$ cat src/acps_regs.svh
`ifndef ACPS_REGS_SVH
`define ACPS_REGS_SVH

// clock rate in MHz
`define ACPS_CLK_MHZ 100
// external sync pulse least width, ns
`define ACPS_SYNC_MIN_NS 50
`define ACPS_SYNC_MIN_CYC ((`ACPS_SYNC_MIN_NS * `ACPS_CLK_MHZ + 999) / 1000)
// default charge, discharge and dead-time counts
`define ACPS_CHG_CYC_RST 16'h0046
`define ACPS_DIS_CYC_RST 16'h001e
`define ACPS_DEAD_CYC_RST 8'h05
// soft-start width and thresholds: 0.5 V and 1.25 V and 5 V on a 0..5 V scale
`define ACPS_SS_W 12
`define ACPS_SS_FULL 12'hfff
`define ACPS_SS_HALF_V 12'h199
`define ACPS_SS_ZERO_DUTY 12'h400
// slow discharge divides the soft-start step
`define ACPS_SS_SLOW_DIV 8'h08

`endif

$ cat src/acps_pkg.sv
`default_nettype none
package acps_pkg;
  typedef enum logic [1:0] {
    ACPS_RUN = 2'b00,
    ACPS_UV_DRAIN = 2'b01,
    ACPS_OV_HOLD = 2'b10,
    ACPS_OFF = 2'b11
  } acps_state_t;

  typedef enum logic [0:0] {
    ACPS_CHARGE = 1'b0,
    ACPS_RESET = 1'b1
  } acps_osc_t;

  // analog monitor flags, already compared outside
  typedef struct packed {
    logic uv_ok;
    logic ov_trip;
    logic vref_ok;
  } acps_mon_t;

  // gate outputs
  typedef struct packed {
    logic main_on;
    logic clamp_on;
  } acps_gate_t;
endpackage
`default_nettype wire

$ cat src/acps_dead.sv
`timescale 1ns/1ps
`default_nettype none
// turn-on delay for one gate: rising request waits, falling drops the gate on the next edge
module acps_dead #(
  parameter int DW = 8
) (
  input wire logic i_core_clk,
  input wire logic i_rst_n,
  input wire logic i_req,
  input wire logic [DW-1:0] i_dead,
  output logic o_gate
);
  if (DW < 1) begin : g_width_check
    $error("acps_dead: width too small");
  end

  logic [DW-1:0] cnt_q;

  always_ff @(posedge i_core_clk) begin
    if (!i_rst_n) begin
      cnt_q <= '0;
      o_gate <= 1'b0;
    end else if (!i_req) begin
      cnt_q <= '0;
      o_gate <= 1'b0;
    end else if (cnt_q >= i_dead) begin
      o_gate <= 1'b1;
    end else begin
      cnt_q <= cnt_q + 1'b1;
    end
  end
endmodule
`default_nettype wire

$ cat src/acps_seq.sv
// How it works
// - undervoltage shutdown forces main gate off
// - clamp keeps switching during undervoltage soft-start discharge
// - no restart while undervoltage discharge runs
// - overvoltage disables both gates during discharge
// - overvoltage trip starts slow soft-start discharge
// - resume at 0.5 V with overvoltage gone
// - clamp is complement of main normally
// - skipped main pulse also skips clamp
// - sync out pulses at ramp peak
// - main on only in charge interval plus the first reset cycle, since its gate output lags the request by one cycle
// - sync rising edge ends charge interval
// - valley starts charge by itself
// - flat ramp portion holds both outputs off
// - sync held high past the reset interval keeps both gates off
// - tied sync terminals run in phase
// - gates switch only above zero-duty boundary, save the clamp in undervoltage discharge
// - gates switch only with reference rail good, save the clamp in undervoltage discharge
`include "acps_regs.svh"
`timescale 1ns/1ps
`default_nettype none
module acps_seq #(
  parameter int CW = 16,
  parameter int DW = 8
) (
  // clock and reset
  input wire logic i_core_clk,
  input wire logic i_rst_n,
  // monitors and loop
  input wire acps_pkg::acps_mon_t i_mon,
  input wire logic i_loop_demand,
  input wire logic [CW-1:0] i_chg_cyc,
  input wire logic [CW-1:0] i_dis_cyc,
  input wire logic [DW-1:0] i_dead_cyc,
  // sync terminal, open drain style
  input wire logic i_sync,
  output logic o_sync,
  output logic o_sync_oe_n,
  input wire logic i_sync_master,
  // gates and status
  output acps_pkg::acps_gate_t o_gate,
  output logic [`ACPS_SS_W-1:0] o_soft_start,
  output acps_pkg::acps_state_t o_state
);
  import acps_pkg::*;

  // elaboration refuses widths the counters cannot serve
  if (CW < 2 || DW < 1) begin : g_width_check
    $error("acps_seq: widths too small");
  end

  acps_state_t state_q;
  acps_osc_t osc_q;
  logic [CW-1:0] ramp_q;
  logic [`ACPS_SS_W-1:0] ss_q;
  logic [7:0] slow_q;
  logic sync_q, sync_rise, peak, valley;
  logic pwm_q, skip_q, main_req, clamp_req, gate_ok;
  logic gate_main, gate_clamp;
  logic [CW-1:0] sync_hold_q;

  function automatic logic ss_at(input logic [`ACPS_SS_W-1:0] v,
                                 input logic [`ACPS_SS_W-1:0] th);
    ss_at = (v <= th);
  endfunction

  assign sync_rise = i_sync && !sync_q;
  assign peak = (osc_q == ACPS_CHARGE) && (ramp_q >= i_chg_cyc - 1'b1);
  assign valley = (osc_q == ACPS_RESET) && (ramp_q >= i_dis_cyc - 1'b1);

  always_ff @(posedge i_core_clk) begin
    if (!i_rst_n) sync_q <= 1'b0;
    else sync_q <= i_sync;
  end

  // cycles the sync input has stayed high in slave mode, saturating
  always_ff @(posedge i_core_clk) begin
    if (!i_rst_n || i_sync_master || !i_sync) sync_hold_q <= '0;
    else if (sync_hold_q != '1) sync_hold_q <= sync_hold_q + 1'b1;
  end

  // oscillator: timing capacitor as a counter
  always_ff @(posedge i_core_clk) begin
    if (!i_rst_n) begin
      osc_q <= ACPS_CHARGE;
      ramp_q <= '0;
    end else if (osc_q == ACPS_CHARGE) begin
      if (peak || (!i_sync_master && sync_rise)) begin
        osc_q <= ACPS_RESET;
        ramp_q <= '0;
      end else begin
        ramp_q <= ramp_q + 1'b1;
      end
    end else if (valley) begin
      // level-sensitive: a held sync keeps the ramp flat at valley
      if (!(i_sync && !i_sync_master)) begin
        osc_q <= ACPS_CHARGE;
        ramp_q <= '0;
      end
    end else begin
      ramp_q <= ramp_q + 1'b1;
    end
  end

  // sync output pulse at ramp peak, one cycle
  always_ff @(posedge i_core_clk) begin
    if (!i_rst_n) o_sync <= 1'b0;
    else o_sync <= i_sync_master && peak;
  end
  assign o_sync_oe_n = !i_sync_master;

  // shutdown sequencer
  always_ff @(posedge i_core_clk) begin
    if (!i_rst_n) begin
      state_q <= ACPS_OFF;
    end else begin
      case (state_q)
        ACPS_RUN: begin
          if (i_mon.ov_trip) state_q <= ACPS_OV_HOLD;
          else if (!i_mon.uv_ok) state_q <= ACPS_UV_DRAIN;
        end
        ACPS_UV_DRAIN: begin
          if (i_mon.ov_trip) state_q <= ACPS_OV_HOLD;
          else if (ss_at(ss_q, `ACPS_SS_HALF_V)) state_q <= ACPS_OFF;
        end
        ACPS_OV_HOLD: begin
          if (ss_at(ss_q, `ACPS_SS_HALF_V) && !i_mon.ov_trip) state_q <= ACPS_OFF;
        end
        ACPS_OFF: begin
          if (i_mon.uv_ok && !i_mon.ov_trip && i_mon.vref_ok &&
              ss_at(ss_q, `ACPS_SS_HALF_V)) state_q <= ACPS_RUN;
        end
        default: state_q <= ACPS_OFF;
      endcase
    end
  end

  // soft-start: one step per ramp peak in run, one step per 8 cycles on shutdown
  always_ff @(posedge i_core_clk) begin
    if (!i_rst_n) begin
      ss_q <= '0;
      slow_q <= '0;
    end else if (state_q == ACPS_RUN) begin
      slow_q <= '0;
      if (ss_q != `ACPS_SS_FULL && peak) ss_q <= ss_q + 1'b1;
    end else if (state_q == ACPS_OFF) begin
      slow_q <= '0;
      ss_q <= '0;
    end else begin
      // slow drain gives the clamp time to empty its capacitor
      slow_q <= (slow_q >= `ACPS_SS_SLOW_DIV - 8'h01) ? 8'h00 : slow_q + 8'h01;
      if (slow_q == 8'h00 && ss_q != '0) ss_q <= ss_q - 1'b1;
    end
  end

  assign gate_ok = i_mon.vref_ok && !ss_at(ss_q, `ACPS_SS_ZERO_DUTY);

  // pwm latch: on during charge only, skip cycle on zero demand
  always_ff @(posedge i_core_clk) begin
    if (!i_rst_n) begin
      pwm_q <= 1'b0;
      skip_q <= 1'b1;
    end else if (osc_q == ACPS_RESET) begin
      pwm_q <= 1'b0;
      skip_q <= !i_loop_demand;
    end else begin
      pwm_q <= !skip_q && i_loop_demand && !peak;
    end
  end

  // a trip drops both requests before the state register catches up
  assign main_req = (state_q == ACPS_RUN) && gate_ok && pwm_q && !i_mon.ov_trip &&
                    (osc_q == ACPS_CHARGE);
  // clamp fills the reset interval unless skipped or halted
  assign clamp_req = ((state_q == ACPS_RUN && gate_ok) ||
                      state_q == ACPS_UV_DRAIN) &&
                     !skip_q && !pwm_q && !(valley && i_sync) &&
                     !i_mon.ov_trip && (osc_q == ACPS_RESET);

  // turn-on delay per gate so the two never overlap
  acps_dead #(.DW(DW)) u_dead_main (
    .i_core_clk(i_core_clk),
    .i_rst_n(i_rst_n),
    .i_req(main_req),
    .i_dead(i_dead_cyc),
    .o_gate(gate_main)
  );
  acps_dead #(.DW(DW)) u_dead_clamp (
    .i_core_clk(i_core_clk),
    .i_rst_n(i_rst_n),
    .i_req(clamp_req && !gate_main),
    .i_dead(i_dead_cyc),
    .o_gate(gate_clamp)
  );
  // one driver for the whole gate struct
  assign o_gate = '{main_on: gate_main, clamp_on: gate_clamp};

  assign o_soft_start = ss_q;
  assign o_state = state_q;
endmodule
`default_nettype wire

$ cat config.mk
export PLATFORM = sky130hd
export DESIGN_NAME = acps_seq
export DESIGN_NICKNAME = d
export VERILOG_FILES = /design/src/acps_pkg.sv /design/src/acps_dead.sv /design/src/acps_seq.sv
export VERILOG_INCLUDE_DIRS = /design/src
export SDC_FILE = /design/constraint.sdc
export NUM_CORES = 1
export LEC_CHECK = 0
export CELL_PAD_IN_SITES_DETAIL_PLACEMENT = 1
export CELL_PAD_IN_SITES_GLOBAL_PLACEMENT = 1
export CORE_MARGIN = 3
export CORE_UTILIZATION = 50
export DETAILED_ROUTE_END_ITERATION = 8
export DONT_BUFFER_PORTS = 1
export PLACE_DENSITY_LB_ADDON = 0.1
export SETUP_SLACK_MARGIN = 0.1
export SYNTH_ARGS = -nofsm -noshare
export SYNTH_HDL_FRONTEND = slang
export SYNTH_SLANG_ARGS = --single-unit
$ cat constraint.sdc
create_clock -name i_core_clk -period 7.85 [get_ports i_core_clk]
set_input_delay 0.3925 -clock i_core_clk [delete_from_list [all_inputs] [get_ports i_core_clk]]
set_output_delay 0.3925 -clock i_core_clk [all_outputs]
set_load 0.05 [all_outputs]
==> Implementation_results.wiki, run 1 <==
{| class="wikitable"
! Metric !! Value
|-
| Static leakage power || 1.97 nW
|-
| Synthesized flop and latch total || 61
|-
| Count of fill cells added during filler insertion || 1170
|-
| Boundary Pins || 66
|-
| Achievable Freq || 263 MHz
|-
| Post-synthesis area per instance || 7.93 µm²
|-
| Final setup violating endpoints || 0
|-
| Time the worst path needs with I/O delays and setup || 3.81 ns
|-
| # Post-CTS Setup Buffers || 0
|-
| Gr ovfl total || 0
|-
| Ranking of synthesized cells by area || dfxtp_1 (25%), ha_1 (16%), nor2_1 (5.3%)
|-
| Proportion of synthesized chip area in sequential cells || 25.2%
|-
| Critical-path maximum fanout || 22
|-
| Max Clock Skew || 0.0157 ns
|-
| Startpoint Class || input port
|-
| Initial detailed-routing violation count || 129
|-
| Overall power consumption || 1.31 mW
|-
| RSZ-0062 raised after global routing || false
|-
| Most instantiated cells after synthesis || nor2_1 (69), ha_1 (63), dfxtp_1 (61)
|-
| Setup slack after placement || 3.73 ns
|-
| Final Hold Viols || 0
|-
| Share of post-route cells with drive strength above 1 || 4.60%
|-
| Placer's final routability congestion estimate || 0.834
|-
| Remaining design rule violation count || 0
|-
| Cells resized by post-CTS repair || 0
|-
| Initial cell density of the core || 51.9%
|-
| Top-area cell type share of the netlist area || 25.2%
|-
| Max-cap violations || 0
|-
| Antenna violations before repair || 0
|-
| Worst Path Required || 8.11 ns
|-
| Area post-placement || 4890 µm²
|-
| Number of distinct library cells after synthesis || 69
|-
| Width of the chip || 104 µm
|-
| Placed cell count || 722
|-
| Core ar. || 9330 µm²
|-
| TritonCTS buffer count || 9
|-
| Async set-or-reset flop fraction in the synthesized netlist || 0%
|-
| Number of buffers inserted by hold repair at cts || 0
|-
| Setup CP Type || in2reg
|-
| Tightest hold margin || 0.113 ns
|-
| Wirelength, routed || 12800 µm
|-
| Gr usage total || 23.6%
|-
| Synthesized instance count || 611
|-
| Maximum number of pins on one net before global-route repair || 25
|-
| Layout Utilization || 54.4%
|-
| Outcome || finished clean
|-
| Later-pin clock latency in the skew report || 0.34 ns
|-
| Post-synth EDFFs || 0
|-
| Std cell rows || 35
|-
| Die ar. || 10900 µm²
|-
| Prevailing post-synth register cell || dfxtp_1
|-
| Mapped cell area || 4840 µm²
|-
| PwrDens || 258 nW/µm²
|-
| Count of input and output buffers || 0
|-
| Cell type contributing the most total cell area after synthesis || dfxtp_1
|-
| CP arrival || 4.07 ns
|-
| Final period utilization || 48.5%
|-
| Diodes inserted || 0
|-
| Worst Setup End Kind || register
|-
| Number of standard cells in the final layout excluding fillers || 738
|-
| Clock-pin slew on the worst setup and hold paths || 0.08 ns
|-
| Area of all placed cells without fillers || 5070 µm²
|-
| Clock Tree Root || clkbuf_8
|-
| Vias per cell || 6.03
|-
| Layout area overhead || 4.73%
|-
| Class of the most critical hold timing path || in2reg
|-
| First-pass GRT wire length || 21600 µm
|-
| Smallest setup slack after layout || 4.04 ns
|-
| Accumulated negative setup slack || 0 ns
|-
| Final net count || 715
|-
| Maximum VDD drop || 0.176 mV
|-
| TritonCTS sink count || 61
|-
| Warnings, synthesis || 0
|-
| Headroom to the max-slew limit || 40.4%
|-
| Routed length per placed instance || 17.3 µm
|-
| Final-report max-slew violation count || 0
|-
| Total number of H-tree levels || 3
|-
| TritonCTS clock tree || built
|-
| Number of global-route vias before repair || 4511
|-
| Post-route antenna net violation count || 0
|-
| DP HPWL || 10000 µm
|-
| Slew of the pin with the lowest slew margin || 0.893 ns
|-
| Maximum clock insertion buffer count || 2
|-
| Die outline height || 104 µm
|-
| Initial DRT Pass Iterations || 4
|-
| Most frequent cell after synthesis || nor2_1
|-
| Via count || 4448
|}
[critical path, cell delays in order]
cell and delay (ns):
nor4_1 0.34, nand2_1 0.18, or3_1 0.42, nor4b_1 0.35, xnor2_1 0.17, ha_1 0.26, nand4_1 0.11, nor3_2 0.08
a2bb2oi_1 0.23, o2111ai_4 0.25, o32ai_4 0.77, o31ai_1 0.26, a31oi_1 0.25
[path summary, 6_finish.rpt]
check                                              from                            to  slack, ns  depth (start not counted)
worst min register to register      skip_q$_SDFFE_PN1P_              pwm_q$_SDFF_PP0_       0.46                          1
worst max register to register  o_state[1]$_SDFFE_PN1P_  o_soft_start[8]$_SDFFE_PN0P_       4.71                          6
worst min-delay path                            i_rst_n           skip_q$_SDFFE_PN1P_       0.11                          1
worst max-delay path                       i_chg_cyc[5]        ramp_q[8]$_SDFFE_PN0P_       4.04                         13
[cell families after synthesis]
| kind of cell | share of synthesized area (%) |
|---|---|
| other cells | 0.0774 |
| buf+inv | 5.37 |
| flops | 25.2 |
| xor+xnor | 7.05 |
| mux | 1.03 |
| compound gates | 20.4 |
| fa+ha+maj | 16.3 |
| simple gates | 24.5 |
[state kept, by name, summed over array words and instances, names as in the netlist, 2 cells and up]
name	cells
u_dead_main.cnt_q	8
slow_q	8
ramp_q	16
o_soft_start	12
u_dead_clamp.cnt_q	8
o_state	2
[routing by layer]
| layer | track usage (%) | share of wire, % | vias up |
|---|---|---|---|
| met2 | 41.8 | 50 | 61 |
| li1 | - | - | 2195 |
| met1 | 29.8 | 46 | 2183 |
| met5 | 0 | 0 | - |
| met3 | 4.03 | 3.8 | 9 |
| met4 | 5.32 | 0.76 | 0 |
[layout make-up]
type	instances	area [µm²]	share of cell area, %
clock buffer	9	124	2.44
inverter	36	135	2.66
sequential	61	1220	24.1
tap	129	161	3.18
multi-input combinational	496	3370	66.5
clock inverter	7	57.6	1.13
[cell usage in the layout, fill, tap and decap left out, types with 17 or more instances in the layout]
cell type   n
nor2_1     69
nand2_1    60
dfxtp_1    61
nand3_1    18
o21ai_0    28
a21oi_1    48
a31oi_1    17
ha_1       63
inv_1      35
xnor2_1    24
[where the power goes]
group | internal [mW] | total [mW] | leakage (nW) | switching [mW]
clock network | 0.118 | 0.263 | 0.0829 | 0.145
registers | 0.348 | 0.560 | 0.496 | 0.212
logic | 0.200 | 0.485 | 1.39 | 0.284
total | 0.667 | 1.31 | 1.97 | 0.641
Note: power is estimated with default switching activity, not from simulation.
==> run 2: changes to the inputs <==
--- a/config.mk
+++ b/config.mk
@@ -9,7 +9,7 @@
 export CELL_PAD_IN_SITES_DETAIL_PLACEMENT = 1
 export CELL_PAD_IN_SITES_GLOBAL_PLACEMENT = 1
 export CORE_MARGIN = 3
-export CORE_UTILIZATION = 50
+export CORE_UTILIZATION = 48
 export DETAILED_ROUTE_END_ITERATION = 8
 export DONT_BUFFER_PORTS = 1
 export PLACE_DENSITY_LB_ADDON = 0.1
==> constraint.sdc (replaced) <==
create_clock -name i_core_clk -period 3.9 [get_ports i_core_clk]
set_input_delay 0.195 -clock i_core_clk [delete_from_list [all_inputs] [get_ports i_core_clk]]
set_output_delay 0.195 -clock i_core_clk [all_outputs]
set_load 0.05 [all_outputs]
==> Implementation_results.wiki, run 2 (synthesis results as in run 1) <==
{| class="wikitable"
! Metric !! Value
|-
| Static leakage power || 2.03 nW (+3.1%)
|-
| Core ar. || 9770 µm² (+4.8%)
|-
| Antenna violations before repair || 0 (unchanged)
|-
| Wirelength, routed || 13000 µm (+1.3%)
|-
| Register containing the most flip-flops in the final layout || ramp_q
|-
| Slew of the pin with the lowest slew margin || 0.876 ns (-0.0173 ns)
|-
| Clock-pin slew on the worst setup and hold paths || 0.08 ns (about the same)
|-
| Sum of routed wire segments on met1 || 5990 µm (+2.1%)
|-
| Time the worst path needs with I/O delays and setup || 3.35 ns
|-
| Register-to-register path setup slack || 0.86 ns (-3.85 ns)
|-
| Width of the chip || 106 µm (+1.9%)
|-
| R2R Path Start || o_state[0]$_SDFFE_PN1P_
|-
| Worst r2r path cells || 8 (+2)
|-
| TritonCTS clock tree || built
|-
| Remaining design rule violation count || 0 (unchanged)
|-
| Worst Min Path Start || i_sync
|-
| RSZ-0062 raised after global routing || false
|-
| Clock Tree Root || clkbuf_8
|-
| Cells resized by post-CTS repair || 0 (unchanged)
|-
| Class of the most critical hold timing path || in2reg
|-
| Outcome || finished clean
|-
| Initial DRT Pass Iterations || 4 (unchanged)
|-
| Via count || 4412 (-0.81%)
|-
| Die ar. || 11300 µm² (+3.9%)
|-
| Critical-path maximum fanout || 24 (+9.1%)
|-
| Worst Path Required || 4.10 ns (-4.01 ns)
|-
| Critical path destination || o_soft_start[10]$_SDFFE_PN0P_
|-
| Top routing layer in use || met4
|-
| Final-report max-slew violation count || 0 (unchanged)
|-
| Startpoint Class || input port
|-
| Std cell rows || 36 (+2.9%)
|-
| TritonCTS sink count || 61 (unchanged)
|-
| Metal2 WL || 6410 µm (+0.94%)
|-
| Final setup violating endpoints || 0 (unchanged)
|-
| CP arrival || 3.55 ns (-0.52 ns)
|-
| Initial detailed-routing violation count || 152 (+18%)
|-
| Most frequent cells in the layout || nor2_1 (69), ha_1 (63), dfxtp_1 (61), nand2_1 (60), a21oi_1 (48)
|-
| Die outline height || 106 µm (+1.9%)
|-
| Commonest non-fill, non-tap cell in the layout || nor2_1
|-
| Achievable Freq || 298 MHz
|-
| Setup CP Type || in2reg
|-
| Worst r2r dst || o_soft_start[11]$_SDFFE_PN0P_
|-
| Max-cap violations || 0 (unchanged)
|-
| Crit path launch || i_chg_cyc[5]
|-
| Vias per cell || 5.89 (-2.3%)
|-
| Met3 Routed Length || 491 µm (+0.61%)
|-
| Maximum number of pins on one net before global-route repair || 25 (unchanged)
|-
| DP HPWL || 10000 µm (+0.49%)
|-
| Layout Utilization || 53.0% (-1.3 points)
|-
| Post-route antenna net violation count || 0 (unchanged)
|-
| Routed length per placed instance || 17.3 µm (-0.16%)
|-
| Total number of H-tree levels || 3 (unchanged)
|-
| Tightest hold margin || 0.0254 ns (-0.0872 ns)
|-
| PwrDens || 536 nW/µm² (+110%)
|-
| TritonCTS buffer count || 9 (unchanged)
|-
| Later-pin clock latency in the skew report || 0.34 ns (about the same)
|-
| Diodes inserted || 0 (unchanged)
|-
| Count of input and output buffers || 0 (unchanged)
|-
| Layout area overhead || 7.05%
|-
| Gr ovfl total || 0 (unchanged)
|-
| Max Clock Skew || 0.0128 ns (-0.00293 ns)
|-
| Maximum clock insertion buffer count || 2 (unchanged)
|-
| Number of global-route vias before repair || 4443 (-1.5%)
|-
| Maximum VDD drop || 0.392 mV (+120%)
|-
| Number of flip-flops in the largest register || 16 (unchanged)
|-
| Final period utilization || 85.9%
|-
| Headroom to the max-slew limit || 41.5% (+1.2 points)
|-
| Initial cell density of the core || 49.6% (-2.4 points)
|-
| Boundary Pins || 66 (unchanged)
|-
| Worst Setup End Kind || register
|-
| Final net count || 722 (+0.98%)
|-
| Placed cell count || 729 (+0.97%)
|-
| Share of post-route cells with drive strength above 1 || 5.03% (+0.43 points)
|-
| Accumulated negative setup slack || 0 ns (unchanged)
|-
| Number of standard cells in the final layout excluding fillers || 749 (+1.5%)
|-
| Gr usage total || 23.0% (-0.57 points)
|-
| Placer's final routability congestion estimate || 0.848 (+1.6%)
|-
| First-pass GRT wire length || 21500 µm (-0.58%)
|-
| Final Hold Viols || 0 (unchanged)
|}
-- run 2: cell types whose count changed in the layout (fill, tap and decap cells not counted), sizes merged --
cell / delta
bufinv: +2
dlygate4sd3: +4
clkinv: -1
inv: +1
buf: +3
clkinvlp: -2
-- run 2: worst max-delay path, cell delays in order --
cell and delay, ns:
nor4_1 0.36, nand2_1 0.19, or3_1 0.44, nor4b_1 0.33, xnor2_1 0.11, ha_1 0.30, nand4_1 0.12, nor3_2 0.31
a2bb2oi_1 0.15, o2111ai_4 0.20, a211oi_4 0.10, buf_4 0.23, o311ai_0 0.37, o41ai_1 0.13
-- run 2: final cells by class --
type / count / area, µm²
timing repair buffer: 7 / 62.6
tap: 133 / 166
clock buffer: 9 / 124
multi-input combinational: 496 / 3370
inverter: 36 / 135
sequential: 61 / 1220
fill: 1233 / 4590
clock inverter: 7 / 103
-- run 2: worst min path at each step --
stage	endpoint	slack [ns]	cells past startpoint
after floorplan	pwm_q$_SDFF_PP0_	0.31	2
after global placement	skip_q$_SDFFE_PN1P_	0.26	1
after detailed placement	skip_q$_SDFFE_PN1P_	0.27	1
after CTS	osc_q$_SDFF_PN0_	0.009	2
after global routing	o_state[1]$_SDFFE_PN1P_	0.04	2
final	osc_q$_SDFF_PN0_	0.03	2
-- run 2: report_power, final --
| group | internal (mW) | leakage, nW | total, mW | switching (mW) |
|---|---|---|---|---|
| clock network | 0.369 | 0.111 | 0.654 | 0.286 |
| logic | 0.414 | 1.42 | 1.01 | 0.591 |
| registers | 0.701 | 0.496 | 1.12 | 0.420 |
-- run 2: timing repair --
action,CTS,global route
setup buffers,0,0
hold buffers,4,0
endpoints found under the hold margin,6,0
-- run 2: metrics by stage --
step | power [mW] | setup slack, ns | cell area (µm²)
CTS | 2.79 | 0.567 | 5180
global placement | 2.06 | 0.346 | 4920
global route | 2.98 | 0.188 | 5180
finish | 2.78 | 0.549 | 5180
detailed placement | 2.12 | 0.205 | 4920
floorplan | 1.90 | 0.667 | 4850
-- run 2: per-layer routing --
metal,vias to the layer above,global-route usage [%]
li1,2210,-
met1,2131,29.4
met2,65,40.9
met3,6,4.55
met4,0,3.84
met5,-,0
==> run 3: changes to the inputs <==
--- a/config.mk
+++ b/config.mk
@@ -8,10 +8,11 @@
 export LEC_CHECK = 0
 export CELL_PAD_IN_SITES_DETAIL_PLACEMENT = 1
 export CELL_PAD_IN_SITES_GLOBAL_PLACEMENT = 1
-export CORE_MARGIN = 3
+export CORE_ASPECT_RATIO = 0.7
 export CORE_UTILIZATION = 48
 export DETAILED_ROUTE_END_ITERATION = 8
 export DONT_BUFFER_PORTS = 1
+export HOLD_SLACK_MARGIN = 0.12
 export PLACE_DENSITY_LB_ADDON = 0.1
 export SETUP_SLACK_MARGIN = 0.1
 export SYNTH_ARGS = -nofsm -noshare
==> Implementation_results.wiki, run 3 (synthesis results as in run 1) <==
{| class="wikitable"
! Metric !! Value
|-
| Commonest non-fill, non-tap cell in the layout || nor2_1
|-
| Clock Tree Root || clkbuf_16
|-
| Critical-path maximum fanout || 9 (-63%)
|-
| Number of flip-flops in the largest register || 16 (unchanged)
|-
| Via count || 4498 (+1.9%)
|-
| Count of fill cells added during filler insertion || 1206 (-2.2%)
|-
| Accumulated negative setup slack || 0 ns (unchanged)
|-
| Tightest hold margin || 0.143 ns (+0.117 ns)
|-
| Die outline height || 86.0 µm (-19%)
|-
| Number of standard cells in the final layout excluding fillers || 748 (-0.13%)
|-
| Initial DRT Pass Iterations || 5 (+1)
|-
| Placer's final routability congestion estimate || 0.821 (-3.1%)
|-
| Number of global-route vias before repair || 4464 (+0.47%)
|-
| Headroom to the max-slew limit || 41.9% (+0.41 points)
|-
| Maximum number of pins on one net before global-route repair || 25 (unchanged)
|-
| Slew of the pin with the lowest slew margin || 0.870 ns (-0.00613 ns)
|-
| PwrDens || 542 nW/µm² (+0.95%)
|-
| Placed cell count || 728 (-0.14%)
|-
| RSZ-0062 raised after global routing || false
|-
| Worst Path Required || 4.15 ns (+0.05 ns)
|-
| Clock-pin slew on the worst setup and hold paths || 0.05 ns (-0.03 ns)
|-
| Final net count || 728 (+0.83%)
|-
| Width of the chip || 122 µm (+15%)
|-
| Startpoint Class || input port
|-
| TritonCTS buffer count || 9 (unchanged)
|-
| Maximum VDD drop || 0.428 mV (+9.3%)
|-
| Overall power consumption || 2.86 mW (+2.9%)
|-
| Final Hold Viols || 0 (unchanged)
|-
| Final setup violating endpoints || 0 (unchanged)
|-
| Wirelength, routed || 13900 µm (+7.1%)
|-
| Die ar. || 10500 µm² (-7.3%)
|-
| Time the worst path needs with I/O delays and setup || 3.43 ns (+0.0755 ns)
|-
| Core ar. || 9760 µm² (-0.15%)
|-
| Layout Utilization || 54.1% (+1.1 points)
|-
| # Post-CTS Setup Buffers || 0 (unchanged)
|-
| Class of the most critical hold timing path || in2reg
|-
| Post-route antenna net violation count || 0 (unchanged)
|-
| Achievable Freq || 292 MHz (-2.2%)
|-
| Gr ovfl total || 0 (unchanged)
|-
| Final period utilization || 87.8% (+1.9 points)
|-
| Static leakage power || 2.08 nW (+2.4%)
|-
| Maximum clock insertion buffer count || 2 (unchanged)
|-
| Boundary Pins || 66 (unchanged)
|-
| Final-report max-slew violation count || 0 (unchanged)
|-
| CP arrival || 3.67 ns (+0.12 ns)
|-
| Initial cell density of the core || 49.6% (+0.076 points)
|-
| TritonCTS clock tree || built
|-
| Largest stage delay on the critical path || 0.56 ns (+0.12 ns)
|-
| Antenna violations before repair || 0 (unchanged)
|-
| Critical Path Most Common Cell || nand2_1
|-
| DP HPWL || 10600 µm (+5.5%)
|-
| Worst Setup End Kind || register
|-
| First-pass GRT wire length || 22500 µm (+4.8%)
|-
| Count of input and output buffers || 0 (unchanged)
|-
| Share of post-route cells with drive strength above 1 || 5.32% (+0.29 points)
|-
| Remaining design rule violation count || 0 (unchanged)
|-
| Gr usage total || 27.6% (+4.6 points)
|-
| Later-pin clock latency in the skew report || 0.33 ns (about the same)
|-
| Routed length per placed instance || 18.6 µm (+7.3%)
|-
| Initial detailed-routing violation count || 245 (+61%)
|-
| Slowest stage cell on the critical path || or4_1
|-
| Outcome || finished clean
|-
| Layout area overhead || 9.09%
|-
| Std cell rows || 30 (-17%)
|-
| Register containing the most flip-flops in the final layout || ramp_q
|-
| Max Clock Skew || 0.00757 ns (-0.00523 ns)
|-
| Max-cap violations || 0 (unchanged)
|-
| Most frequent cells in the layout || nor2_1 (69), ha_1 (63), dfxtp_1 (61), nand2_1 (60), a21oi_1 (48)
|-
| Critical path, cell by cell || nor4_4, nand2_1, or4_1, nor3_1, xnor2_1, ha_1, nand4_1, or3_1, o22ai_1, and3_1, nand2_1, a31oi_1
|-
| Diodes inserted || 0 (unchanged)
|-
| Setup CP Type || in2reg
|-
| Total number of H-tree levels || 3 (unchanged)
|-
| Vias per cell || 6.01 (+2.1%)
|-
| TritonCTS sink count || 61 (unchanged)
|}
## run 3: timing repair
action                                 4_1_cts  5_1_grt
setup endpoints to repair                    0       18
hold buffers                                 6        0
gates resized for setup                      0        2
endpoints found under the hold margin       14        0
## run 3: final cells by class
cell class,count,area [µm²],area share (%)
Tap cell,128,160,3.03
Clock inverter,2,10.0,0.189
Inverter,36,135,2.56
Sequential cell,61,1220,23.1
Timing Repair Buffer,13,113,2.13
Multi-Input combinational cell,496,3390,64.1
Clock buffer,12,256,4.85
## run 3: worst paths after layout
kind | slack (ns) | end | startpoint | depth (start not counted)
min reg2reg | 0.46 | pwm_q$_SDFF_PP0_ | skip_q$_SDFFE_PN1P_ | 1
max | 0.47 | ramp_q[11]$_SDFFE_PN0P_ | i_dis_cyc[5] | 12
max reg2reg | 0.99 | o_soft_start[10]$_SDFFE_PN0P_ | o_state[1]$_SDFFE_PN1P_ | 7
min | 0.14 | o_state[1]$_SDFFE_PN1P_ | i_mon[1] | 3
## run 3: per-layer routing
metal  GRT usage [%]  up-vias  part of all wire (%)
met5               0        -                     0
met4            6.10        0                  0.76
met3            6.65       11                   4.3
met2            39.9       98                    43
met1            40.9     2167                    52
li1                -     2222                     -
## run 3: per-stage QoR
stage          area, µm²  setup WS [ns]
2_1_floorplan       4850          0.667
3_3_place_gp        4940        -0.0395
3_5_place_dp        4940         -0.185
4_1_cts             5270          0.119
5_1_grt             5280          0.202
6_report            5280          0.474
## run 3: worst max-delay path: cells and delay by family
family	cells	cell delay (ns)
simple gates	8	2.54
xor+xnor	1	0.10
fa+ha+maj	1	0.32
compound gates	2	0.52
## run 3: power breakdown
part           switching [mW]  internal [mW]
Clock                   0.263          0.454
Combinational           0.620          0.424
Sequential              0.398          0.704
Total                    1.28           1.58
